## src/tsf_pkg.sv

```systemverilog
// Purpose: shared constants and types for the thermal status flag block
// Assumes: 40 MHz system clock, SMBus slave without clock stretching
// Notes: command codes select which status register a read returns
package tsf_pkg;
  localparam int CLK_NS = 25;
  localparam int T_HOLD_NS = 300;
  localparam int HOLD_CYC = (T_HOLD_NS + CLK_NS - 1) / CLK_NS;
  localparam logic [4:0] HOLD_LOAD = 5'(HOLD_CYC);
  localparam logic [3:0] BYTE_BITS = 4'h8;
  localparam logic [3:0] LAST_TX_BIT = 4'h7;
  localparam logic [7:0] CMD_OVERTEMP_STATUS = 8'h43;
  localparam logic [7:0] CMD_FAULT_STATUS = 8'h44;
  localparam logic [7:0] UNMAPPED_VALUE = 8'h00;
  localparam logic [7:0] CMD_RESET = 8'h00;
  localparam logic [3:0][6:0] SLAVE_ADDRS = {7'h4f, 7'h4d, 7'h1c, 7'h1a};
  localparam int N_OT = 4;
  localparam logic [3:0][2:0] OT_CH = {3'h6, 3'h5, 3'h4, 3'h1};
  localparam logic [3:0][2:0] OT_BIT = {3'h5, 3'h4, 3'h3, 3'h0};
  localparam int FIRST_REMOTE = 1;
  localparam int LAST_REMOTE = 6;
  localparam logic [2:0] LOCAL_CH = 3'h0;
  localparam logic [2:0] LAST_CH = 3'h6;
  localparam int N_CH = 7;

  typedef struct packed {
    logic [2:0] ch;
    logic signed [7:0] temp;
    logic fault;
  } tsf_res_t;

  typedef logic [3:0][7:0] tsf_limits_t;

  typedef enum logic [9:0] {
    ST_IDLE      = 10'h001,
    ST_ADDR      = 10'h002,
    ST_ADDR_ACK  = 10'h004,
    ST_CMD       = 10'h008,
    ST_CMD_ACK   = 10'h010,
    ST_WDATA     = 10'h020,
    ST_WDATA_ACK = 10'h040,
    ST_RDATA     = 10'h080,
    ST_RACK      = 10'h100,
    ST_IGNORE    = 10'h200
  } tsf_smb_state_t;

  typedef enum logic [1:0] {
    SEQ_START = 2'h1,
    SEQ_WAIT  = 2'h2
  } tsf_seq_state_t;
endpackage

```

## src/tsf_seq.sv

```systemverilog
// Purpose: steps the conversion engine through local and remote channels
// Assumes: engine answers every start with exactly one conv_done
// Notes: the local channel is never masked, so the search always ends
`timescale 1ns/10ps
module tsf_seq (
  input wire logic clk,
  input wire logic rst_n,
  input wire logic standby,
  input wire logic [6:0] fault_mask,
  input wire logic conv_done,
  output logic conv_start,
  output logic [2:0] conv_ch
);
  tsf_pkg::tsf_seq_state_t state_r;
  logic start_r;
  logic [2:0] ch_r;

  function automatic logic [2:0] next_ch(input logic [2:0] cur, input logic [6:0] mask);
    logic [2:0] n;
    logic found;
    n = cur;
    found = 1'b0;
    for (int k = 0; k < tsf_pkg::N_CH; k++) begin
      if (!found) begin
        n = (n == tsf_pkg::LAST_CH) ? tsf_pkg::LOCAL_CH : 3'(n + 3'h1);
        found = !mask[n];
      end
    end
    return n;
  endfunction

  always_ff @(posedge clk or negedge rst_n) begin
    if (!rst_n) begin
      state_r <= tsf_pkg::SEQ_START;
      start_r <= 1'b0;
      ch_r <= tsf_pkg::LOCAL_CH;
    end else begin
      case (state_r)
        tsf_pkg::SEQ_START: begin
          // standby holds off new conversions, the one in flight still completes
          if (!standby) begin
            start_r <= 1'b1;
            state_r <= tsf_pkg::SEQ_WAIT;
          end
        end
        tsf_pkg::SEQ_WAIT: begin
          start_r <= 1'b0;
          if (conv_done) begin
            ch_r <= next_ch(ch_r, fault_mask);
            state_r <= tsf_pkg::SEQ_START;
          end
        end
        default: state_r <= tsf_pkg::SEQ_START;
      endcase
    end
  end

  assign conv_start = start_r;
  assign conv_ch = ch_r;
endmodule

```

## src/tsf_top.sv

```systemverilog
// Purpose: status flags of a remote-diode monitor, read over an SMBus slave
// Assumes: conversion results arrive on clk; SMBus pins are asynchronous
// Notes: status registers are read only; written data bytes are acked and dropped
//
// Summary of operation
// - Bit 0 of the overtemperature status is 1 while the last channel 1 reading is above its limit.
// - Bit 3 of the overtemperature status is 1 while the last channel 4 reading is above its limit.
// - Bit 4 of the overtemperature status is 1 while the last channel 5 reading is above its limit.
// - Bit 5 of the overtemperature status is 1 while the last channel 6 reading is above its limit.
// - A shorted or open diode on remote channel N sets bit N of the fault status, for N from 1 to 6.
// - The slave answers only its fixed 7-bit address, one of four variants, and the host uses it.
// - Channels marked faulted are skipped by the measurement sequence.
`timescale 1ns/10ps
module tsf_top #(
  parameter logic [1:0] ADDR_SEL = 2'h0
) (
  input wire logic clk,
  input wire logic rst_n,
  input wire logic smb_clk_in,
  input wire logic smb_data_in,
  output logic smb_data_out,
  output logic smb_data_oe,
  input wire logic standby_input,
  output logic conv_start,
  output logic [2:0] conv_ch,
  input wire logic conv_done,
  input wire tsf_pkg::tsf_res_t conv_res,
  input wire tsf_pkg::tsf_limits_t ot_limit,
  output logic overtemp_output_out,
  output logic overtemp_output_oe
);
  localparam logic [6:0] SLAVE_ADDR = tsf_pkg::SLAVE_ADDRS[ADDR_SEL];

  logic scl_m, scl_s, scl_d, sda_m, sda_s, sda_d, standby_input_m, standby_input_s;
  logic scl_rise, scl_fall, bus_start, bus_stop, drv_evt;
  logic [4:0] hold_r;
  logic [3:0] ot_flag_r;
  logic [3:0] ot_hit;
  logic [6:1] fault_r;
  logic [7:0] ot_status, fault_status, rd_val;
  logic [7:0] sr_r, tx_r, ptr_r;
  logic [3:0] bitcnt_r;
  logic rw_r, mack_r, sda_oe_r, overtemp_output_oe_r;
  tsf_pkg::tsf_smb_state_t state_r;

  // pins are asynchronous to clk; only the second and third stages are ever read
  always_ff @(posedge clk or negedge rst_n) begin
    if (!rst_n) begin
      scl_m <= 1'b1;
      scl_s <= 1'b1;
      scl_d <= 1'b1;
      sda_m <= 1'b1;
      sda_s <= 1'b1;
      sda_d <= 1'b1;
      standby_input_m <= 1'b0;
      standby_input_s <= 1'b0;
    end else begin
      scl_m <= smb_clk_in;
      scl_s <= scl_m;
      scl_d <= scl_s;
      sda_m <= smb_data_in;
      sda_s <= sda_m;
      sda_d <= sda_s;
      standby_input_m <= standby_input;
      standby_input_s <= standby_input_m;
    end
  end

  assign scl_rise = scl_s && !scl_d;
  assign scl_fall = !scl_s && scl_d;
  assign bus_start = scl_s && scl_d && sda_d && !sda_s;
  assign bus_stop = scl_s && scl_d && !sda_d && sda_s;

  // data changes wait out the hold time after the clock falls
  always_ff @(posedge clk or negedge rst_n) begin
    if (!rst_n) begin
      hold_r <= 5'h00;
    end else if (scl_fall) begin
      hold_r <= tsf_pkg::HOLD_LOAD;
    end else if (hold_r != 5'h00) begin
      hold_r <= 5'(hold_r - 5'h01);
    end
  end
  assign drv_evt = (hold_r == 5'h01);

  // overtemperature flags follow the latest conversion of their channel
  for (genvar i = 0; i < tsf_pkg::N_OT; i++) begin : g_ot
    assign ot_hit[i] = !conv_res.fault && (conv_res.temp > $signed(ot_limit[i]));
    always_ff @(posedge clk or negedge rst_n) begin
      if (!rst_n) begin
        ot_flag_r[i] <= 1'b0;
      end else if (conv_done && conv_res.ch == tsf_pkg::OT_CH[i]) begin
        ot_flag_r[i] <= ot_hit[i];
      end
    end
  end

  // fault bits are sticky: a faulted channel is never converted again to clear it
  for (genvar c = tsf_pkg::FIRST_REMOTE; c <= tsf_pkg::LAST_REMOTE; c++) begin : g_fault
    always_ff @(posedge clk or negedge rst_n) begin
      if (!rst_n) begin
        fault_r[c] <= 1'b0;
      end else if (conv_done && conv_res.fault && conv_res.ch == 3'(c)) begin
        fault_r[c] <= 1'b1;
      end
    end
  end

  always_comb begin
    ot_status = 8'h00;
    for (int i = 0; i < tsf_pkg::N_OT; i++) begin
      ot_status[tsf_pkg::OT_BIT[i]] = ot_flag_r[i];
    end
  end
  assign fault_status = {1'b0, fault_r, 1'b0};

  always_comb begin
    if (ptr_r == tsf_pkg::CMD_OVERTEMP_STATUS) begin
      rd_val = ot_status;
    end else if (ptr_r == tsf_pkg::CMD_FAULT_STATUS) begin
      rd_val = fault_status;
    end else begin
      rd_val = tsf_pkg::UNMAPPED_VALUE;
    end
  end

  always_ff @(posedge clk or negedge rst_n) begin
    if (!rst_n) begin
      sr_r <= 8'h00;
    end else if (scl_rise && (state_r == tsf_pkg::ST_ADDR || state_r == tsf_pkg::ST_CMD ||
                              state_r == tsf_pkg::ST_WDATA)) begin
      sr_r <= {sr_r[6:0], sda_s};
    end
  end

  always_ff @(posedge clk or negedge rst_n) begin
    if (!rst_n) begin
      state_r <= tsf_pkg::ST_IDLE;
      bitcnt_r <= 4'h0;
      sda_oe_r <= 1'b0;
      rw_r <= 1'b0;
      mack_r <= 1'b0;
      tx_r <= 8'h00;
      ptr_r <= tsf_pkg::CMD_RESET;
    end else if (bus_start) begin
      state_r <= tsf_pkg::ST_ADDR;
      bitcnt_r <= 4'h0;
      sda_oe_r <= 1'b0;
    end else if (bus_stop) begin
      state_r <= tsf_pkg::ST_IDLE;
      sda_oe_r <= 1'b0;
    end else begin
      case (state_r)
        tsf_pkg::ST_ADDR, tsf_pkg::ST_CMD, tsf_pkg::ST_WDATA: begin
          if (scl_rise) begin
            bitcnt_r <= 4'(bitcnt_r + 4'h1);
          end else if (drv_evt && bitcnt_r == tsf_pkg::BYTE_BITS) begin
            if (state_r == tsf_pkg::ST_ADDR) begin
              if (sr_r[7:1] == SLAVE_ADDR) begin
                sda_oe_r <= 1'b1;
                rw_r <= sr_r[0];
                state_r <= tsf_pkg::ST_ADDR_ACK;
              end else begin
                state_r <= tsf_pkg::ST_IGNORE;
              end
            end else if (state_r == tsf_pkg::ST_CMD) begin
              ptr_r <= sr_r;
              sda_oe_r <= 1'b1;
              state_r <= tsf_pkg::ST_CMD_ACK;
            end else begin
              sda_oe_r <= 1'b1;
              state_r <= tsf_pkg::ST_WDATA_ACK;
            end
          end
        end
        tsf_pkg::ST_ADDR_ACK: begin
          if (drv_evt) begin
            bitcnt_r <= 4'h0;
            if (rw_r) begin
              tx_r <= rd_val;
              sda_oe_r <= !rd_val[7];
              state_r <= tsf_pkg::ST_RDATA;
            end else begin
              sda_oe_r <= 1'b0;
              state_r <= tsf_pkg::ST_CMD;
            end
          end
        end
        tsf_pkg::ST_CMD_ACK, tsf_pkg::ST_WDATA_ACK: begin
          if (drv_evt) begin
            bitcnt_r <= 4'h0;
            sda_oe_r <= 1'b0;
            state_r <= tsf_pkg::ST_WDATA;
          end
        end
        tsf_pkg::ST_RDATA: begin
          if (drv_evt) begin
            if (bitcnt_r == tsf_pkg::LAST_TX_BIT) begin
              sda_oe_r <= 1'b0;
              mack_r <= 1'b0;
              state_r <= tsf_pkg::ST_RACK;
            end else begin
              sda_oe_r <= !tx_r[6];
              tx_r <= {tx_r[6:0], 1'b0};
              bitcnt_r <= 4'(bitcnt_r + 4'h1);
            end
          end
        end
        tsf_pkg::ST_RACK: begin
          if (scl_rise) begin
            mack_r <= !sda_s;
          end else if (drv_evt) begin
            bitcnt_r <= 4'h0;
            if (mack_r) begin
              tx_r <= rd_val;
              sda_oe_r <= !rd_val[7];
              state_r <= tsf_pkg::ST_RDATA;
            end else begin
              state_r <= tsf_pkg::ST_IGNORE;
            end
          end
        end
        default: begin
          sda_oe_r <= 1'b0;
        end
      endcase
    end
  end

  // open-drain alarm pin pulls low while any overtemperature flag stands
  always_ff @(posedge clk or negedge rst_n) begin
    if (!rst_n) begin
      overtemp_output_oe_r <= 1'b0;
    end else begin
      overtemp_output_oe_r <= |ot_flag_r;
    end
  end

  tsf_seq u_seq (
    .clk(clk),
    .rst_n(rst_n),
    .standby(standby_input_s),
    .fault_mask({fault_r, 1'b0}),
    .conv_done(conv_done),
    .conv_start(conv_start),
    .conv_ch(conv_ch)
  );

  assign smb_data_out = 1'b0;
  assign smb_data_oe = sda_oe_r;
  assign overtemp_output_out = 1'b0;
  assign overtemp_output_oe = overtemp_output_oe_r;
endmodule
```

## config.mk

```make
export PLATFORM = sky130hd
export DESIGN_NAME = tsf_top
export DESIGN_NICKNAME = d
export VERILOG_FILES = /design/src/tsf_pkg.sv /design/src/tsf_seq.sv /design/src/tsf_top.sv
export SDC_FILE = /design/constraint.sdc
export NUM_CORES = 1
export LEC_CHECK = 0
export BUFFER_PORTS_ARGS = -buffer_cell sky130_fd_sc_hd__buf_2
export CAP_MARGIN = 20
export CORE_UTILIZATION = 50
export CTS_CLUSTER_DIAMETER = 150
export DETAILED_ROUTE_END_ITERATION = 7
export PLACE_DENSITY = 0.72
export SETUP_SLACK_MARGIN = 0.3
export SYNTH_ARGS = -nofsm -noshare
export SYNTH_HDL_FRONTEND = slang
export SYNTH_HIERARCHICAL = 1
export SYNTH_SLANG_ARGS = --single-unit
```

## constraint.sdc

```tcl
create_clock -name clk -period 6.6 [get_ports clk]
set_input_delay 1.32 -clock clk [delete_from_list [all_inputs] [get_ports clk]]
set_output_delay 1.32 -clock clk [all_outputs]
set_load 0.05 [all_outputs]
```

* Word-level counts from Yosys, hierarchy flattened
Index checks and enable logic that the tools add are counted. W data, S select, Z words.
Storage, ports and cells: register bits 70, bits of input ports 50, output and inout port bits 8, logic and storage cells 283
Operators by class: add/subtract/negate cells 9, $lt $le $gt $ge 10, equal/unequal tests 55, multiplexer cells 114, bitwise gates (word level) 4, reductions and logical operators 60
Operator list (count):
- $mux W10 | 13
- $mux W3 | 25
- $mux W7 | 10
- $pmux W10 S5 | 1
- $mux W1 | 41
- $ne A4 B4 Y1 const B | 9
- $gt A8 B8 Y1 | 4
- $eq A3 B3 Y1 const B | 10
- $mux W4 | 7
- $logic_and A1 B1 Y1 | 24
- $lt A3 B4 Y1 const B | 6
- $ne A2 B2 Y1 const B | 12
- $add A3 B1 Y3 const B | 7
- $pmux W7 S3 | 1
- $bmux W1 S3 | 6
- $reduce_and A9 Y1 | 2
- $eq A8 B7 Y1 const B | 2
- $pmux W4 S4 | 1
- $reduce_and A7 Y1 | 2
- $logic_not A1 Y1 | 12
- $ne A3 B3 Y1 const B | 4
- $reduce_and A6 Y1 | 2
- $eq A10 B2 Y1 const B | 1
- $eq A10 B3 Y1 const B | 1
- other kinds (35) | 49

* Logic depth before layout (Yosys ltp)
depth after elaboration 35, depth in mapped cells 23, gate-level depth less buffers 19

* Modules after synthesis
Netlist, hierarchy kept.
Modules (own cells, without submodules):
- tsf_top | instances 1, cells an instance 412, area each 4038.9 µm², sequential area each 1610.3 µm²
- tsf_seq | instances 1, cells an instance 272, area each 2020.7 µm², sequential area each 151.4 µm²

* Least setup slack after synthesis
Ideal clock, no wire load.
kind register to register, start register u_seq.ch_r[1] (netlist: u_seq/conv_ch[1]), end register u_seq.ch_r[1] (netlist: u_seq/conv_ch[1]), library setup time 138 ps, arrival 4942 ps, data required time 6462 ps, path slack 1520 ps, cell stages (with the launch flop) 20, path buffers 2, clock period less this slack 5080 ps, cells stage by stage dfrtp_1 -> buf_4 -> and2_1 -> or4_4 -> a211oi_2 -> and2_4 -> mux2i_4 -> inv_2 -> ha_1 -> clkbuf_1 -> and2_1 -> a221o_1 -> or2_4 -> nor4bb_1 -> a211oi_2 -> nand2b_1 -> a2bb2oi_2 -> o211ai_2 -> o311ai_1 -> o211ai_1
Between the ends: word-level cells in the longest chain between the ends 35, elaborated cells between the ends (all ways) 74, those cells by class add/sub: 7; eq/ne: 7; mux: 54; reduce/logical: 6
RTL lines:
- from (decl) | RTL line tsf_seq.sv:16 | logic [2:0] ch_r;
- from (signal assigned) | RTL line tsf_seq.sv:36 | ch_r <= tsf_pkg::LOCAL_CH;
- from (signal assigned) | RTL line tsf_seq.sv:49 | ch_r <= next_ch(ch_r, fault_mask);
- $add A3 B1 Y3 or $eq A3 B3 Y1 (tied branches) | RTL line tsf_seq.sv:25 | n = (n == tsf_pkg::LAST_CH) ? tsf_pkg::LOCAL_CH : 3'(n + 3'h1);
- $mux W3 * | RTL line tsf_seq.sv:25
- parallel branches: the longest is 32 deep, another holds $add A3 B1 Y3
- $mux W3 * | RTL line tsf_seq.sv:24 | if (!found) begin
Mark *: on every way between the ends. The select of a mux whose other input is x is not followed. A chain may end at the register's enable or synchronous reset.

* Worst setup path after layout
Ends and elaborated chain as after synthesis.

==> out/metrics.yaml <==
yosys:
  synth-seq-cells: 70
  synth_edf_count: 0
  syn_area_um2: 6060
  netlist_instances: 684
  seq_area_frac_synth_pct: 29.1
  ys.flop_type: "dfrtp_1"
  syn_avg_cell_area_um2: 8.86
  yosysUniqueCellTypes: 101
  ys_async_sr_fraction_pct: 100
  yosysWarnings: 6
global_routing:
  grt_overflow: 0
  grtUsageTotal_pct: 25.2
  grt_pass1_wl_um: 25700
  grt_pass1_vias: 5460
  grt_max_degree: 46
  antenna_found_initial: 0
floorplanning:
  die_y_um: 112
  initial_core_util_pct: 52.2
  fp.coreArea_um2: 11600
  ios: 58
  fp.dieArea_um2: 12600
  row_count: 39
  die_x_um: 112
sta:
  fin_tns_setup_ns: 0
  rsz0062_at_grt: "false"
  hold_viol_final: 0
  setup_ws_ns: 0.864
  fmax_mhz: 174
  clock-skew-final_ns: 0.00750
  post-route-period-util_pct: 86.9
  fin_hold_ws_ns: 0.345
  slew_violations: 0
  relSlewSlack_pct: 42.1
  worstMarginPinSlew_ns: 0.861
  timing.final.crit_period_ns: 5.74
  setup_viol: 0
routing:
  detail_route.wl_per_cell_um: 16.9
  drt-total-wl_um: 14900
  firstDrtPassIters: 5
  drc: 0
  ant_nets: 0
  num_vias: 5548
  viasPerCell: 6.29
  drt_iter0_markers: 502
setup_path:
  arrival_ns: 5.94
  path_max_fanout: 28
  critPathLaunchType: "flop"
  critPathKind: "flop to flop"
  worstPathRequired_ns: 6.81
  end_kind: "flop"
final_layout:
  antennaDiodeCount: 0
  num-nets-final: 822
  drive_gt1_share_pct: 20.4
  syn2layout_area_growth_pct: 10.8
  final_cell_mix: "dfrtp_1, buf_2, nand2_1"
  nFillCells: 1014
  final_common_cell: "dfrtp_1"
clock_network:
  numClockSinks: 70
  cts_tree: "yes"
  post_cts_buffers: 0
  cts_buffer_depth: 2
  hold_buffers: 0
  clock_latency_ns: 0.34
  post_cts_resized: 0
  cts-buffers-inserted: 9
  htreeDepth: 3
  clk_pin_slew_ns: 0.06
  cts_root_buffer: "clkbuf_16"
placed_design:
  dp_slack_ns: 0.736
  dp_hpwl_um: 11200
  gp_congestion: 0.886
  port_buffers: 55
flow_run:
  drv_cap: 0
status:
  outcome: "finished clean"
hold_path:
  hp-class: "flop to flop"
## layout make-up
cell class                      count  area, um2  share of cell area, %
Sequential cell                    70       1760                   26.3
Multi-Input combinational cell    542       3980                   59.3
Clock buffer                       10        229                   3.41
Timing Repair Buffer               57        290                   4.32
Inverter                           54        203                   3.02
Tap cell                          143        179                   2.66
Clock inverter                      6       70.1                   1.04
## worst paths after layout
kind / to / cells past startpoint / startpoint / slack [ns]
setup / recovery: u_seq/conv_ch[1] / 17 / u_seq/conv_ch[1] / 0.86
setup reg to reg: u_seq/conv_ch[1] / 17 / u_seq/conv_ch[1] / 0.86
max in group asynchronous: u_seq/conv_ch[2] / 2 / rst_n / 4.63
min in group asynchronous: state_r[2] / 1 / rst_n / 0.97
hold / removal: scl_s / 0 / scl_m / 0.35
hold reg to reg: scl_s / 0 / scl_m / 0.35
## worst max-delay path, stage by stage (launching register included)
cell       delay, ns
dfrtp_1         0.84
nor4bb_2        0.73
or3_4           0.29
a211oi_2        0.07
a211oi_1        0.46
or2_1           0.29
ha_1            0.28
o311ai_0        0.25
o31a_1          0.22
a221o_1         0.30
or2_4           0.25
nor4bb_1        0.14
a211oi_2        0.55
nand2b_1        0.20
a2bb2oi_2       0.18
o211ai_2        0.13
o311ai_1        0.29
o211ai_1        0.13
## state kept, by name, indices dropped and copies added (netlist names), 2 cells and up
| signal | count |
|---|---|
| bitcnt_r | 4 |
| fault_r | 6 |
| hold_r | 5 |
| ot_flag_r | 4 |
| ptr_r | 8 |
| sr_r | 8 |
| state_r | 10 |
| tx_r | 7 |
| u_seq/conv_ch | 3 |
| u_seq/state_r | 2 |
## cell families (layout without fill, tap and decap cells)
group                      after synthesis  in the layout  synth area share (%)
DFF                                     70             70                  29.1
adders and majority gates               38             38                  7.85
other                                    1             11                0.0619
buffers and inverters                   82            127                  5.97
xor gates and xnor gates                 5              5                 0.723
muxes                                   46             46                  8.67
and+or+nand+nor                        261            261                  25.0
AOI/OAI and AO/OA                      181            181                  22.6
## per-layer routing
| metal | GRT usage, % | share of wire (%) | vias up |
|---|---|---|---|
| li1 | - | - | 2651 |
| met1 | 33.3 | 45 | 2649 |
| met2 | 40.6 | 46 | 223 |
| met3 | 5.35 | 7.3 | 25 |
| met4 | 9.24 | 1.4 | 0 |
| met5 | 0 | 0 | - |
## metrics by stage
stage / cell area [um2] / instances / util [%]
2_1_floorplan: 6100 / 694 / -
3_3_place_gp: 6410 / 866 / 55.2
3_5_place_dp: 6410 / 866 / 55.2
4_1_cts: 6710 / 882 / 57.7
5_1_grt: 6710 / 882 / 57.8
6_report: 6710 / 882 / 57.8
## Yosys cell counts (9+ instances only)
library cell | number | area, um2
o211ai_1 | 13 | 97.6
a211oi_1 | 9 | 67.6
nand4_1 | 13 | 81.3
a21oi_1 | 35 | 175
o21ai_0 | 25 | 125
nand2_1 | 54 | 203
nand2b_1 | 14 | 87.6
ha_1 | 38 | 475
mux2_2 | 25 | 282
and2_1 | 9 | 56.3
clkbuf_1 | 13 | 48.8
nor2b_1 | 16 | 100
nor3_1 | 13 | 65.1
nor4_1 | 10 | 62.6
inv_1 | 53 | 199
nor2_1 | 47 | 176
o21a_1 | 12 | 90.1
mux2i_1 | 17 | 170
nand3_1 | 12 | 60.1
dfrtp_1 | 62 | 1550
Power is not shown: default switching activity piles up to over one toggle a cycle in this logic, so the estimate is an artifact.
